<file path="src/rtl/vds_pkg.sv">
/*
 * Constants for the line slicer of the vertical blanking interval: register
 * offsets, field positions, reset values, per-standard rate and framing tables.
 * Assumes a single 20 MHz decoder clock drives every consumer.
 */
// Functional notes
// - Recover bit phase in run-in, slice, assemble bytes
// - Two line sections of 56 bytes each
// - Global register: clock, source, field rate, errors; only source and errors decoded
// - Two 4-bit standards per line, lines 2-24
// - Line 24 selection covers the rest of field
// - 11-bit horizontal, 9-bit vertical, 1-bit field offsets
// - Offsets counted from reference falling edges
// - Teletext codes 0000, 0100, 1000 with Hamming
// - Closed caption codes 0001, 0101, framing 001
// - Programme delivery 9951h, wide screen 1E3C1Fh
// - Time codes 1001, 1010, programmable framing
// - Codes 1100, 1101, 1110 supported; 1011 reserved
// - Codes 0110, 0111 no framing; 1111 passes video
package vds_pkg;
   // =======================================================================
   // Timing and sizes
   localparam int unsigned CLOCK_HZ    = 20_000_000;
   localparam int unsigned SECT_BYTES  = 56;
   localparam int unsigned NUM_LINES   = 23;
   localparam int unsigned RUNIN_EDGES = 6;

   // =======================================================================
   // Register offsets
   localparam logic [7:0] OFS_GLOBAL_CFG   = 8'h40;
   localparam logic [7:0] OFS_LINE_FIRST   = 8'h41;
   localparam logic [7:0] OFS_LINE_LAST    = 8'h57;
   localparam logic [7:0] OFS_SLICER_HORIZ_OFFSET_LOW     = 8'h59;
   localparam logic [7:0] OFS_SLICER_VERT_OFFSET_LOW     = 8'h5A;
   localparam logic [7:0] OFS_OFF_HIGH     = 8'h5B;
   localparam logic [7:0] OFS_PROG_FRAMING = 8'h5C;
   localparam logic [7:0] OFS_STATUS       = 8'h5D;
   localparam logic [7:0] OFS_DATA_TYPE    = 8'h62;

   // =======================================================================
   // Field positions and reset values
   localparam int unsigned CFG_SOURCE_BIT = 6;
   localparam int unsigned CFG_ERR_LSB    = 0;
   localparam int unsigned CFG_ERR_W      = 2;
   localparam int unsigned OFF_HHI_LSB    = 0;
   localparam int unsigned OFF_VHI_BIT    = 4;
   localparam int unsigned OFF_FIELD_BIT  = 7;
   localparam int unsigned DT_HAMM_BIT    = 4;
   localparam logic [7:0]  RST_LINE_SEL   = 8'hFF;
   localparam logic [7:0]  RST_ZERO       = 8'h00;
   localparam logic [7:0]  RST_PROG_FC    = 8'hA7;

   // =======================================================================
   // Standards
   typedef enum logic [3:0] {
      STD_TTX625 = 4'h0, STD_CC625 = 4'h1, STD_PDC = 4'h2, STD_WSS = 4'h3,
      STD_TTX525 = 4'h4, STD_CC525 = 4'h5, STD_VIDEO = 4'h6, STD_RAW = 4'h7,
      STD_TTXGEN = 4'h8, STD_TC625 = 4'h9, STD_TC525 = 4'hA, STD_RSVD = 4'hB,
      STD_NABTS = 4'hC, STD_JTEXT = 4'hD, STD_JSWITCH = 4'hE, STD_NONE = 4'hF
   } vds_std_t;

   localparam int unsigned STD_RATE_BPS [16] = '{
      6_937_500, 500_000, 5_000_000, 5_000_000, 5_727_200, 503_000,
      5_000_000, 5_000_000, 6_937_500, 1_812_500, 1_789_800, 5_000_000,
      5_727_200, 5_727_200, 5_000_000, 5_000_000};
   // Fixed framing codes, received first bit in the LSB
   localparam logic [23:0] STD_FC_CODE [16] = '{
      24'h000027, 24'h000001, 24'h009951, 24'h1E3C1F, 24'h000027, 24'h000001,
      24'h0, 24'h0, 24'h0, 24'h0, 24'h0, 24'h0, 24'h0, 24'h0, 24'h0, 24'h0};
   localparam logic [4:0] STD_FC_LEN [16] = '{
      5'd8, 5'd3, 5'd16, 5'd24, 5'd8, 5'd3, 5'd0, 5'd0,
      5'd8, 5'd8, 5'd8, 5'd0, 5'd8, 5'd8, 5'd8, 5'd0};
   localparam logic [7:0] STD_FC_WIN [16] = '{
      8'd16, 8'd8, 8'd24, 8'd32, 8'd16, 8'd8, 8'd0, 8'd0,
      8'd16, 8'd16, 8'd16, 8'd0, 8'd16, 8'd16, 8'hFF, 8'd0};

   // Phase step per clock for a 16-bit accumulator
   function automatic logic [15:0] rateInc(input logic [3:0] s);
      return 16'((64'(STD_RATE_BPS[s]) * 64'd65536) / 64'(CLOCK_HZ));
   endfunction
endpackage

</file>
<file path="src/rtl/vds_slicer.sv">
/*
 * Line slicer: bit phase recovery, framing search, byte assembly, two line
 * sections and an output FIFO toward the text store.
 * Assumes samples, references and register strobes synchronous to clock.
 */
`timescale 1ns/1ps

// ==========================================================================
// Output FIFO
module vds_fifo #(
   parameter int WIDTH = 9,
   parameter int DEPTH = 16
) (
   input  wire logic             clock,
   input  wire logic             rst,
   input  wire logic [WIDTH-1:0] inData,
   input  wire logic             inValid,
   output logic                  inReady,
   output logic      [WIDTH-1:0] outData,
   output logic                  outValid,
   input  wire logic             outReady
);
   localparam int AW = $clog2(DEPTH);
   generate
      if (DEPTH < 2 || (1 << AW) != DEPTH) begin : gBad
         $error("vds_fifo depth must be a power of two");
      end
   endgenerate

   logic [WIDTH-1:0] mem [DEPTH];
   logic [AW-1:0]    wrPtr_q;
   logic [AW-1:0]    rdPtr_q;
   logic [AW:0]      count_q;
   logic             push;
   logic             pop;

   assign inReady  = count_q != (AW+1)'(DEPTH);
   assign push     = inValid && inReady;
   assign pop      = outValid && outReady;
   assign outValid = count_q != '0;
   assign outData  = mem[rdPtr_q];

   always_ff @(posedge clock) begin
      if (push) begin
         mem[wrPtr_q] <= inData;
      end
   end

   always_ff @(posedge clock or posedge rst) begin
      if (rst) begin
         wrPtr_q <= '0;
         rdPtr_q <= '0;
         count_q <= '0;
      end else begin
         wrPtr_q <= wrPtr_q + AW'(push);
         rdPtr_q <= rdPtr_q + AW'(pop);
         count_q <= count_q + (AW+1)'(push) - (AW+1)'(pop);
      end
   end
endmodule // vds_fifo

// ==========================================================================
// Slicer top
module vds_slicer #(
   parameter int FIFO_DEPTH = 16
) (
   input  wire logic       clock,
   input  wire logic       rst,
   input  wire logic [7:0] sampleA,
   input  wire logic [7:0] sampleB,
   input  wire logic       horizRef,
   input  wire logic       vertRef,
   input  wire logic       fieldId,
   input  wire logic [7:0] regAddr,
   input  wire logic [7:0] regWrData,
   input  wire logic       regWr,
   input  wire logic       regRd,
   output logic      [7:0] regRdData,
   output logic      [7:0] textData,
   output logic            textLast,
   output logic            textValid,
   input  wire logic       textReady
);
   typedef enum {S_IDLE, S_WAITH, S_RUNIN, S_FRAME, S_DATA} vds_state_t;

   // =======================================================================
   // Registers
   logic [7:0]  globalCfg_q;
   logic [7:0]  lineSel_q [vds_pkg::NUM_LINES];
   logic [7:0]  hoffLow_q;
   logic [7:0]  voffLow_q;
   logic [7:0]  offHigh_q;
   logic [7:0]  progFc_q;
   logic [7:0]  dataType_q;
   logic [3:0]  lostCnt_q;
   logic [1:0]  secFull_q;
   logic [3:0]  curStd;
   vds_state_t  state_q;

   logic [10:0] hOffset;
   logic [8:0]  vOffset;
   assign hOffset = {offHigh_q[vds_pkg::OFF_HHI_LSB +: 3], hoffLow_q};
   assign vOffset = {offHigh_q[vds_pkg::OFF_VHI_BIT], voffLow_q};

   always_ff @(posedge clock or posedge rst) begin
      if (rst) begin
         globalCfg_q <= vds_pkg::RST_ZERO;
         hoffLow_q   <= vds_pkg::RST_ZERO;
         voffLow_q   <= vds_pkg::RST_ZERO;
         offHigh_q   <= vds_pkg::RST_ZERO;
         progFc_q    <= vds_pkg::RST_PROG_FC;
         dataType_q  <= vds_pkg::RST_ZERO;
         for (int i = 0; i < vds_pkg::NUM_LINES; i++) begin
            lineSel_q[i] <= vds_pkg::RST_LINE_SEL;
         end
      end else if (regWr) begin
         unique case (regAddr)
            vds_pkg::OFS_GLOBAL_CFG:   globalCfg_q <= regWrData;
            vds_pkg::OFS_SLICER_HORIZ_OFFSET_LOW:     hoffLow_q   <= regWrData;
            vds_pkg::OFS_SLICER_VERT_OFFSET_LOW:     voffLow_q   <= regWrData;
            vds_pkg::OFS_OFF_HIGH:     offHigh_q   <= regWrData;
            vds_pkg::OFS_PROG_FRAMING: progFc_q    <= regWrData;
            vds_pkg::OFS_DATA_TYPE:    dataType_q  <= regWrData;
            default: begin
               if (regAddr >= vds_pkg::OFS_LINE_FIRST && regAddr <= vds_pkg::OFS_LINE_LAST) begin
                  lineSel_q[5'(regAddr - vds_pkg::OFS_LINE_FIRST)] <= regWrData;
               end
            end
         endcase
      end
   end

   always_ff @(posedge clock or posedge rst) begin
      if (rst) begin
         regRdData <= '0;
      end else if (regRd) begin
         unique case (regAddr)
            vds_pkg::OFS_GLOBAL_CFG:   regRdData <= globalCfg_q;
            vds_pkg::OFS_SLICER_HORIZ_OFFSET_LOW:     regRdData <= hoffLow_q;
            vds_pkg::OFS_SLICER_VERT_OFFSET_LOW:     regRdData <= voffLow_q;
            vds_pkg::OFS_OFF_HIGH:     regRdData <= offHigh_q;
            vds_pkg::OFS_PROG_FRAMING: regRdData <= progFc_q;
            vds_pkg::OFS_STATUS:
               regRdData <= {lostCnt_q, 1'b0, state_q != S_IDLE, secFull_q};
            vds_pkg::OFS_DATA_TYPE:    regRdData <= {dataType_q[7:4], curStd};
            default: begin
               if (regAddr >= vds_pkg::OFS_LINE_FIRST && regAddr <= vds_pkg::OFS_LINE_LAST) begin
                  regRdData <= lineSel_q[5'(regAddr - vds_pkg::OFS_LINE_FIRST)];
               end else begin
                  regRdData <= '0;
               end
            end
         endcase
      end
   end

   // =======================================================================
   // Reference edges, line and sample counters
   logic        hPrev_q;
   logic        vPrev_q;
   logic        hFall;
   logic        vFall;
   logic [10:0] hCnt_q;
   logic [8:0]  vCnt_q;
   logic        fieldPar_q;
   assign hFall = hPrev_q && !horizRef;
   assign vFall = vPrev_q && !vertRef;

   always_ff @(posedge clock or posedge rst) begin
      if (rst) begin
         hPrev_q    <= 1'b0;
         vPrev_q    <= 1'b0;
         hCnt_q     <= '0;
         vCnt_q     <= '0;
         fieldPar_q <= 1'b0;
      end else begin
         hPrev_q <= horizRef;
         vPrev_q <= vertRef;
         hCnt_q  <= hFall ? '0 : (hCnt_q == '1 ? hCnt_q : hCnt_q + 11'd1);
         if (vFall) begin
            vCnt_q     <= '0;
            fieldPar_q <= fieldId ^ offHigh_q[vds_pkg::OFF_FIELD_BIT];
         end else if (hFall && vCnt_q != '1) begin
            vCnt_q <= vCnt_q + 9'd1;
         end
      end
   end

   // Line number relative to the vertical trigger; 24 and beyond share one
   logic [8:0] lineNum;
   logic [4:0] selIdx;
   logic [7:0] selByte;
   logic       lineValid;
   always_comb begin
      lineNum   = vCnt_q - vOffset;
      lineValid = vCnt_q >= vOffset && lineNum >= 9'd2;
      selIdx    = lineNum >= 9'd24 ? 5'(vds_pkg::NUM_LINES - 1) : 5'(lineNum - 9'd2);
      selByte   = lineSel_q[selIdx];
      curStd    = fieldPar_q ? selByte[7:4] : selByte[3:0];
   end

   // =======================================================================
   // Slicing level and bit clock
   logic [7:0]  sample;
   logic [7:0]  maxS_q;
   logic [7:0]  minS_q;
   logic        bitLvl;
   logic        bitPrev_q;
   logic [15:0] phase_q;
   logic [16:0] phaseSum;
   logic        bitStrobe;
   logic [3:0]  std_q;
   assign sample    = globalCfg_q[vds_pkg::CFG_SOURCE_BIT] ? sampleB : sampleA;
   assign bitLvl    = sample > 8'((9'(maxS_q) + 9'(minS_q)) >> 1);
   assign phaseSum  = 17'(phase_q) + 17'(vds_pkg::rateInc(std_q));
   assign bitStrobe = state_q != S_RUNIN && state_q != S_IDLE && phaseSum[16];

   always_ff @(posedge clock or posedge rst) begin
      if (rst) begin
         maxS_q    <= '0;
         minS_q    <= '1;
         bitPrev_q <= 1'b0;
         phase_q   <= '0;
      end else begin
         bitPrev_q <= bitLvl;
         if (state_q == S_WAITH) begin
            maxS_q <= '0;
            minS_q <= '1;
         end else if (state_q == S_RUNIN) begin
            if (sample > maxS_q) maxS_q <= sample;
            if (sample < minS_q) minS_q <= sample;
         end
         // Each run-in edge puts the next sample point half a bit later
         if (state_q == S_RUNIN && bitLvl != bitPrev_q) begin
            phase_q <= 16'h8000;
         end else begin
            phase_q <= phaseSum[15:0];
         end
      end
   end

   // =======================================================================
   // Line state machine
   logic [23:0] frameSh_q;
   logic [7:0]  winCnt_q;
   logic [3:0]  edgeCnt_q;
   logic [7:0]  byteSh_q;
   logic [2:0]  bitCnt_q;
   logic [5:0]  wrIdx_q;
   logic        wrSec_q;
   logic [2:0]  errCnt_q;
   logic [7:0]  lineMem [2 * vds_pkg::SECT_BYTES];
   logic [5:0]  secLen_q [2];
   logic [23:0] frameNext;
   logic [4:0]  fcLen;
   logic [23:0] fcCode;
   logic        fcHit;
   logic [7:0]  byteNext;
   logic        byteDone;
   logic        hammOn;
   logic        commit;
   logic        discard;

   always_comb begin
      frameNext = {bitLvl, frameSh_q[23:1]};
      fcLen     = vds_pkg::STD_FC_LEN[std_q];
      fcCode    = vds_pkg::STD_FC_LEN[std_q] != 5'd0 && vds_pkg::STD_FC_CODE[std_q] == '0
                ? {16'h0, progFc_q} : vds_pkg::STD_FC_CODE[std_q];
      fcHit     = (frameNext >> (5'd24 - fcLen)) == fcCode;
      byteNext  = {bitLvl, byteSh_q[7:1]};
      byteDone  = bitStrobe && state_q == S_DATA && bitCnt_q == 3'd7;
      hammOn    = std_q == 4'h0 || std_q == 4'h4 ||
                  ((std_q == 4'h8 || std_q == 4'hC) && dataType_q[vds_pkg::DT_HAMM_BIT]);
      commit    = state_q == S_DATA && (hFall || (byteDone && wrIdx_q == 6'(vds_pkg::SECT_BYTES - 1)))
                  && wrIdx_q != '0;
      discard   = 3'(globalCfg_q[vds_pkg::CFG_ERR_LSB +: vds_pkg::CFG_ERR_W]) < errCnt_q;
   end

   always_ff @(posedge clock) begin
      if (byteDone) begin
         lineMem[{wrSec_q, wrIdx_q} - (wrSec_q ? 7'(64 - vds_pkg::SECT_BYTES) : 7'd0)] <= byteNext;
      end
   end

   always_ff @(posedge clock or posedge rst) begin
      if (rst) begin
         state_q   <= S_IDLE;
         std_q     <= vds_pkg::STD_NONE;
         frameSh_q <= '0;
         winCnt_q  <= '0;
         edgeCnt_q <= '0;
         byteSh_q  <= '0;
         bitCnt_q  <= '0;
         wrIdx_q   <= '0;
         errCnt_q  <= '0;
      end else begin
         unique case (state_q)
            S_IDLE: begin
               // 1111 and 1011 never open a line, nor does a full write section
               if (hFall && lineValid && curStd != 4'hF && curStd != 4'hB
                   && !secFull_q[wrSec_q]) begin
                  std_q   <= curStd;
                  state_q <= S_WAITH;
               end
            end
            S_WAITH: begin
               if (hCnt_q == hOffset) begin
                  edgeCnt_q <= '0;
                  state_q   <= S_RUNIN;
               end
            end
            S_RUNIN: begin
               if (bitLvl != bitPrev_q) edgeCnt_q <= edgeCnt_q + 4'd1;
               if (edgeCnt_q == 4'(vds_pkg::RUNIN_EDGES)) begin
                  winCnt_q <= '0;
                  wrIdx_q  <= '0;
                  errCnt_q <= '0;
                  bitCnt_q <= '0;
                  state_q  <= fcLen == 5'd0 ? S_DATA : S_FRAME;
               end
               // Line without run-in ends at the next reference fall
               if (hFall) state_q <= S_IDLE;
            end
            S_FRAME: begin
               if (bitStrobe) begin
                  frameSh_q <= frameNext;
                  winCnt_q  <= winCnt_q + 8'd1;
                  if (fcHit && winCnt_q + 8'd1 >= 8'(fcLen)) state_q <= S_DATA;
                  else if (winCnt_q == vds_pkg::STD_FC_WIN[std_q]) state_q <= S_IDLE;
               end
               if (hFall) state_q <= S_IDLE;
            end
            S_DATA: begin
               if (bitStrobe) begin
                  byteSh_q <= byteNext;
                  bitCnt_q <= bitCnt_q + 3'd1;
               end
               if (byteDone) begin
                  wrIdx_q <= wrIdx_q + 6'd1;
                  if (hammOn && !(^byteNext) && errCnt_q != '1) errCnt_q <= errCnt_q + 3'd1;
               end
               if (hFall || commit) state_q <= S_IDLE;
            end
         endcase
      end
   end

   // =======================================================================
   // Section ownership and drain
   logic       rdSec_q;
   logic [5:0] rdIdx_q;
   logic       fifoReady;
   logic       drainGo;
   logic       doCommit;
   logic       doneDrain;
   assign drainGo   = secFull_q[rdSec_q] && fifoReady;
   assign doCommit  = commit && !discard;
   assign doneDrain = drainGo && rdIdx_q == secLen_q[rdSec_q] - 6'd1;

   always_ff @(posedge clock or posedge rst) begin
      if (rst) begin
         secFull_q   <= '0;
         secLen_q[0] <= '0;
         secLen_q[1] <= '0;
         wrSec_q     <= 1'b0;
         rdSec_q     <= 1'b0;
         rdIdx_q     <= '0;
         lostCnt_q   <= '0;
      end else begin
         for (int s = 0; s < 2; s++) begin
            // Commit into a section wins over its drain finishing
            if (doCommit && wrSec_q == 1'(s)) begin
               secFull_q[s] <= 1'b1;
               secLen_q[s]  <= byteDone ? wrIdx_q + 6'd1 : wrIdx_q;
            end else if (doneDrain && rdSec_q == 1'(s)) begin
               secFull_q[s] <= 1'b0;
            end
         end
         if (doCommit) wrSec_q <= !wrSec_q;
         if (commit && discard) lostCnt_q <= lostCnt_q + 4'd1;
         if (drainGo) rdIdx_q <= doneDrain ? '0 : rdIdx_q + 6'd1;
         if (doneDrain) rdSec_q <= !rdSec_q;
      end
   end

   vds_fifo #(
      .WIDTH (9),
      .DEPTH (FIFO_DEPTH)
   ) uFifo (
      .clock    (clock),
      .rst      (rst),
      .inData   ({doneDrain, lineMem[{rdSec_q, rdIdx_q} - (rdSec_q ? 7'(64 - vds_pkg::SECT_BYTES) : 7'd0)]}),
      .inValid  (drainGo),
      .inReady  (fifoReady),
      .outData  ({textLast, textData}),
      .outValid (textValid),
      .outReady (textReady)
   );
endmodule // vds_slicer

</file>
<file path="config.mk">
export PLATFORM = sky130hd
export DESIGN_NAME = vds_slicer
export DESIGN_NICKNAME = d
export VERILOG_FILES = /design/src/rtl/vds_pkg.sv /design/src/rtl/vds_slicer.sv
export SDC_FILE = /design/constraint.sdc
export NUM_CORES = 2
export LEC_CHECK = 0
export ABC_AREA = 1
export BUFFER_PORTS_ARGS = -buffer_cell sky130_fd_sc_hd__buf_4
export CORE_ASPECT_RATIO = 1.25
export CORE_MARGIN = 4
export CORE_UTILIZATION = 45
export DETAILED_ROUTE_END_ITERATION = 8
export PLACE_DENSITY_LB_ADDON = 0.12
export SYNTH_ARGS = -nofsm -noshare
export SYNTH_HDL_FRONTEND = slang
export SYNTH_SLANG_ARGS = --single-unit
</file>
<file path="constraint.sdc">
create_clock -name clock -period 25.4 [get_ports clock]
set_input_delay 3.81 -clock clock [delete_from_list [all_inputs] [get_ports clock]]
set_output_delay 3.81 -clock clock [all_outputs]
set_load 0.1 [all_outputs]
</file>
==> impl_metrics.py <==
metrics = {
    "die": {
        "design.core.area_um2": 164000,
        "die_w_um": 371,
        "num_io_pins": 58,
        "die_area_um2": 171000,
        "die_height_um": 462,
        "fp-row-count": 166,
        "initial_util_pct": 45.3,
    },
    "cts": {
        "path_clk_slew_ps": 60,
        "clk_latency_ps": 810,
        "clock_path_buffers": 3,
        "cts_hold_repair.buffers": 0,
        "htree_num_levels": 4,
        "cts_sinks": 1432,
        "numCtsBuffers": 153,
        "clock-root-buffer": "clkbuf_16",
        "tritoncts_clock_tree": "built",
    },
    "synth": {
        "seq_total_area_yosys_pct": 55.6,
        "synth_largest_type_area_fraction_pct": 42.1,
        "synth-main-ff-cell": "edfxtp_1",
        "synth_area_leaders": "edfxtp_1 42%, nand2_1 8.4%, o21ai_0 7.6%",
        "synth_top_cell_by_area": "edfxtp_1",
        "synth.cell_area_um2": 74200,
        "yosysUniqueCellTypes": 77,
        "yosysWarnings": 0,
        "synth-adder-area-share_pct": 2.08,
        "syn-mean-instance-area_um2": 9.07,
        "synth_cells": 8185,
        "number_of_flops_mapped_to_enable_cells_by_yosys": 1040,
        "synth_top_family_by_area": "simple AND/OR/NAND/NOR gates",
        "synthesis.nets": 8346,
        "postSynthRegisterBits": 1432,
        "synth_mux_area_share_pct": 0.106,
        "synth-simple-area-share_pct": 20.5,
        "xor_xnor_share_of_the_synthesized_area_pct": 1.55,
        "async_flop_share_pct": 27.4,
        "synth-compound-area-share_pct": 14.7,
    },
    "flow_run": {
        "max-cap-violations": 0,
    },
    "detailed_routing": {
        "drt_wl_total_mm": 222,
        "drt-wirelength-per-cell_um": 21.4,
        "drt_pass1_iterations": 6,
        "routed_via_density": 5.67,
        "drt_drc_violations_left": 0,
        "drt_iter0_markers": 5136,
        "detailroute.via_count": 58920,
        "drt.antenna.violating_nets": 0,
    },
    "critical_path": {
        "critPathSlowestCell": "dfstp_2",
        "r2r_cells": 159,
        "timing.critical_path.arrival_ps": 23150,
        "timing.critical_path.from_type": "flop",
        "critical_path_peak_fanout": 31,
        "regToRegEndpoint": "lineMem[79][6]",
        "timing.critical_path.buf_inv": 21,
        "timing.setup.critical_path_class": "flop to flop",
        "critical_path.top_delay_family": "simple AND/OR/NAND/NOR gates",
        "worst-path-stages": 159,
        "r2r-start": "std_q[0]",
        "kind_of_end_point_of_the_critical_path": "flop",
        "cp_common_cell": "nand2_1",
        "worst_reg_to_reg_setup_slack_ps": 2680,
        "max_stage_delay_ps": 640,
        "worst-endpoint-required_ps": 25830,
    },
    "sta": {
        "max-slew-margin-rel_pct": 18.7,
        "final_max_tran_viols": 0,
        "final-hold-violation-count": 0,
        "clock.fmax_ghz": 0.0440,
        "whs_ps": 476,
        "finalSetupViolCount": 0,
        "fin_crit_share_pct": 89.4,
        "finClkSkew_ps": 34.8,
        "timing_worst_slew_pin_value_ps": 1220,
        "period_needed_ps": 22720,
    },
    "worst_hold_path": {
        "hold_end": "secLen_q[7]",
        "whs_path_depth": 2,
        "path_class_of_the_lowest_slack_min_delay_path": "flop to flop",
        "min_from": "secLen_q[7]",
    },
    "grt": {
        "antenna_violations_before_repair": 1,
        "grt_start_max_net_pins": 167,
        "via_count_of_the_first_global_routing_pass": 56994,
        "gr-total-overflow": 0,
        "grt_usage_pct": 25.5,
        "grt_first_pass_wirelength_mm": 341,
    },
    "place": {
        "gp_congestion": 0.918,
        "port_buffers": 57,
        "placedInstanceArea_um2": 76400,
        "detail_placement_hpwl_mm": 145,
    },
    "cells_and_area": {
        "finish.instance_area_um2": 81600,
        "area_delta_synth_final_pct": 9.91,
        "nNetsFinal": 8235,
        "drive_gt1_share_pct": 11.2,
    },
    "outcome": {
        "outcome": "completed",
    },
}
-- cells by family (layout without fill, tap and decap cells) --
logic type | count (synthesis) | after routing
adders and majority gates | 121 | 121
AOI/OAI and AO/OA | 1915 | 1915
muxes | 7 | 7
buffers and inverters | 1006 | 1019
other | 0 | 2
and+or+nand+nor | 3574 | 3576
xor gates and xnor gates | 130 | 130
DFF | 1432 | 1432
-- layout make-up --
type | instances | area [um2]
Antenna cell | 2 | 5.00
Clock buffer | 207 | 4190
Clock inverter | 74 | 820
Fill cell | 15274 | 82300
Inverter | 601 | 2290
Multi-Input combinational cell | 5749 | 29100
Sequential cell | 1432 | 41300
Tap cell | 2184 | 2730
Timing Repair Buffer | 137 | 1090
-- routing by layer --
metal  wire length [um]  up-vias  part of all wire [%]  track usage, %
li1                   -    28121                     -               -
met1              91600    28411                    41            32.4
met2             109000     1897                    49            44.0
met3              12200      491                   5.5            3.20
met4               9500        0                   4.3            10.5
met5                  0        -                     0               0
-- worst register-to-register path: cells and delay by family, from the launching register on --
| kind | cells | cell delay, ps |
|---|---|---|
| adders and majority gates | 9 | 2760 |
| DFF | 1 | 640 |
| and+or+nand+nor | 122 | 15730 |
| AOI/OAI and AO/OA | 7 | 1210 |
| buffers and inverters | 21 | 2000 |
-- what timing repair did --
action,4_1_cts,5_1_grt
resized for setup,0,22
setup buffers,0,5
setup endpoints to repair,0,944
-- cells in the final DEF, fill, tap and decap left out, types with 33 or more instances in the layout --
master / n
clkbuf_16: 156
nor2_2: 43
edfxtp_1: 1040
dfstp_2: 201
o221ai_1: 88
nor3_1: 56
buf_4: 132
o211ai_1: 47
inv_2: 62
o22ai_1: 217
dfrtp_1: 180
clkbuf_1: 42
o21ai_0: 1128
nand3_1: 445
nand2_1: 1668
nand2_2: 112
nor2_1: 1066
nand4_1: 74
ha_1: 116
a221oi_1: 33
clkinv_1: 38
a21oi_1: 233
xor2_1: 105
inv_1: 511
-- cell usage after synthesis (all sizes together), types with 11 or more instances --
| library cell | n |
|---|---|
| ha | 117 |
| o22ai | 217 |
| dfrtp | 191 |
| o221ai | 88 |
| nand4 | 74 |
| nor2 | 1122 |
| a31oi | 24 |
| nand3 | 467 |
| a211oi | 11 |
| a21oi | 245 |
| o211ai | 47 |
| a221oi | 33 |
| o21ai | 1153 |
| nor3 | 57 |
| inv | 577 |
| buf | 57 |
| clkinv | 24 |
| dfstp | 201 |
| edfxtp | 1040 |
| nand3b | 18 |
| nand2 | 1800 |
| nor4 | 11 |
| xnor2 | 23 |
| clkbuf | 348 |
| xor2 | 107 |
| or2 | 17 |
-- registers in the layout, indices dropped and copies added, names as in the netlist, 9 cells and up --
| register | cells |
|---|---|
| frameSh_q | 23 |
| hCnt_q | 11 |
| lineMem | 896 |
| lineSel_q | 184 |
| phase_q | 16 |
| secLen_q | 12 |
| uFifo.mem | 144 |
| vCnt_q | 9 |
-- through the flow --
step                TNS, ps  utilization, %  worst slack, ps  cells
finish                    0            49.8             2680  10386
CTS                       0            49.7              711  10377
floorplan                 0               -             6980   8185
detailed placement        0            46.6              845  10096
global route           -319            49.8            -35.8  10385
global placement          0            46.6             1190  10096
-- worst max path at each step --
stage	start	to	slack, ps
6_report	std_q[0]	lineMem[79][6]	2680
5_1_grt	std_q[0]	lineMem[71][0]	-40
4_1_cts	std_q[0]	lineMem[87][4]	710
3_5_place_dp	std_q[0]	lineMem[31][2]	840
3_3_place_gp	std_q[0]	lineMem[87][1]	1190
2_1_floorplan	std_q[1]	secLen_q[0]	6980
Power is left out: the tool's default activity adds up to more than one toggle a clock period on the data nets, which glitch-free logic cannot reach.
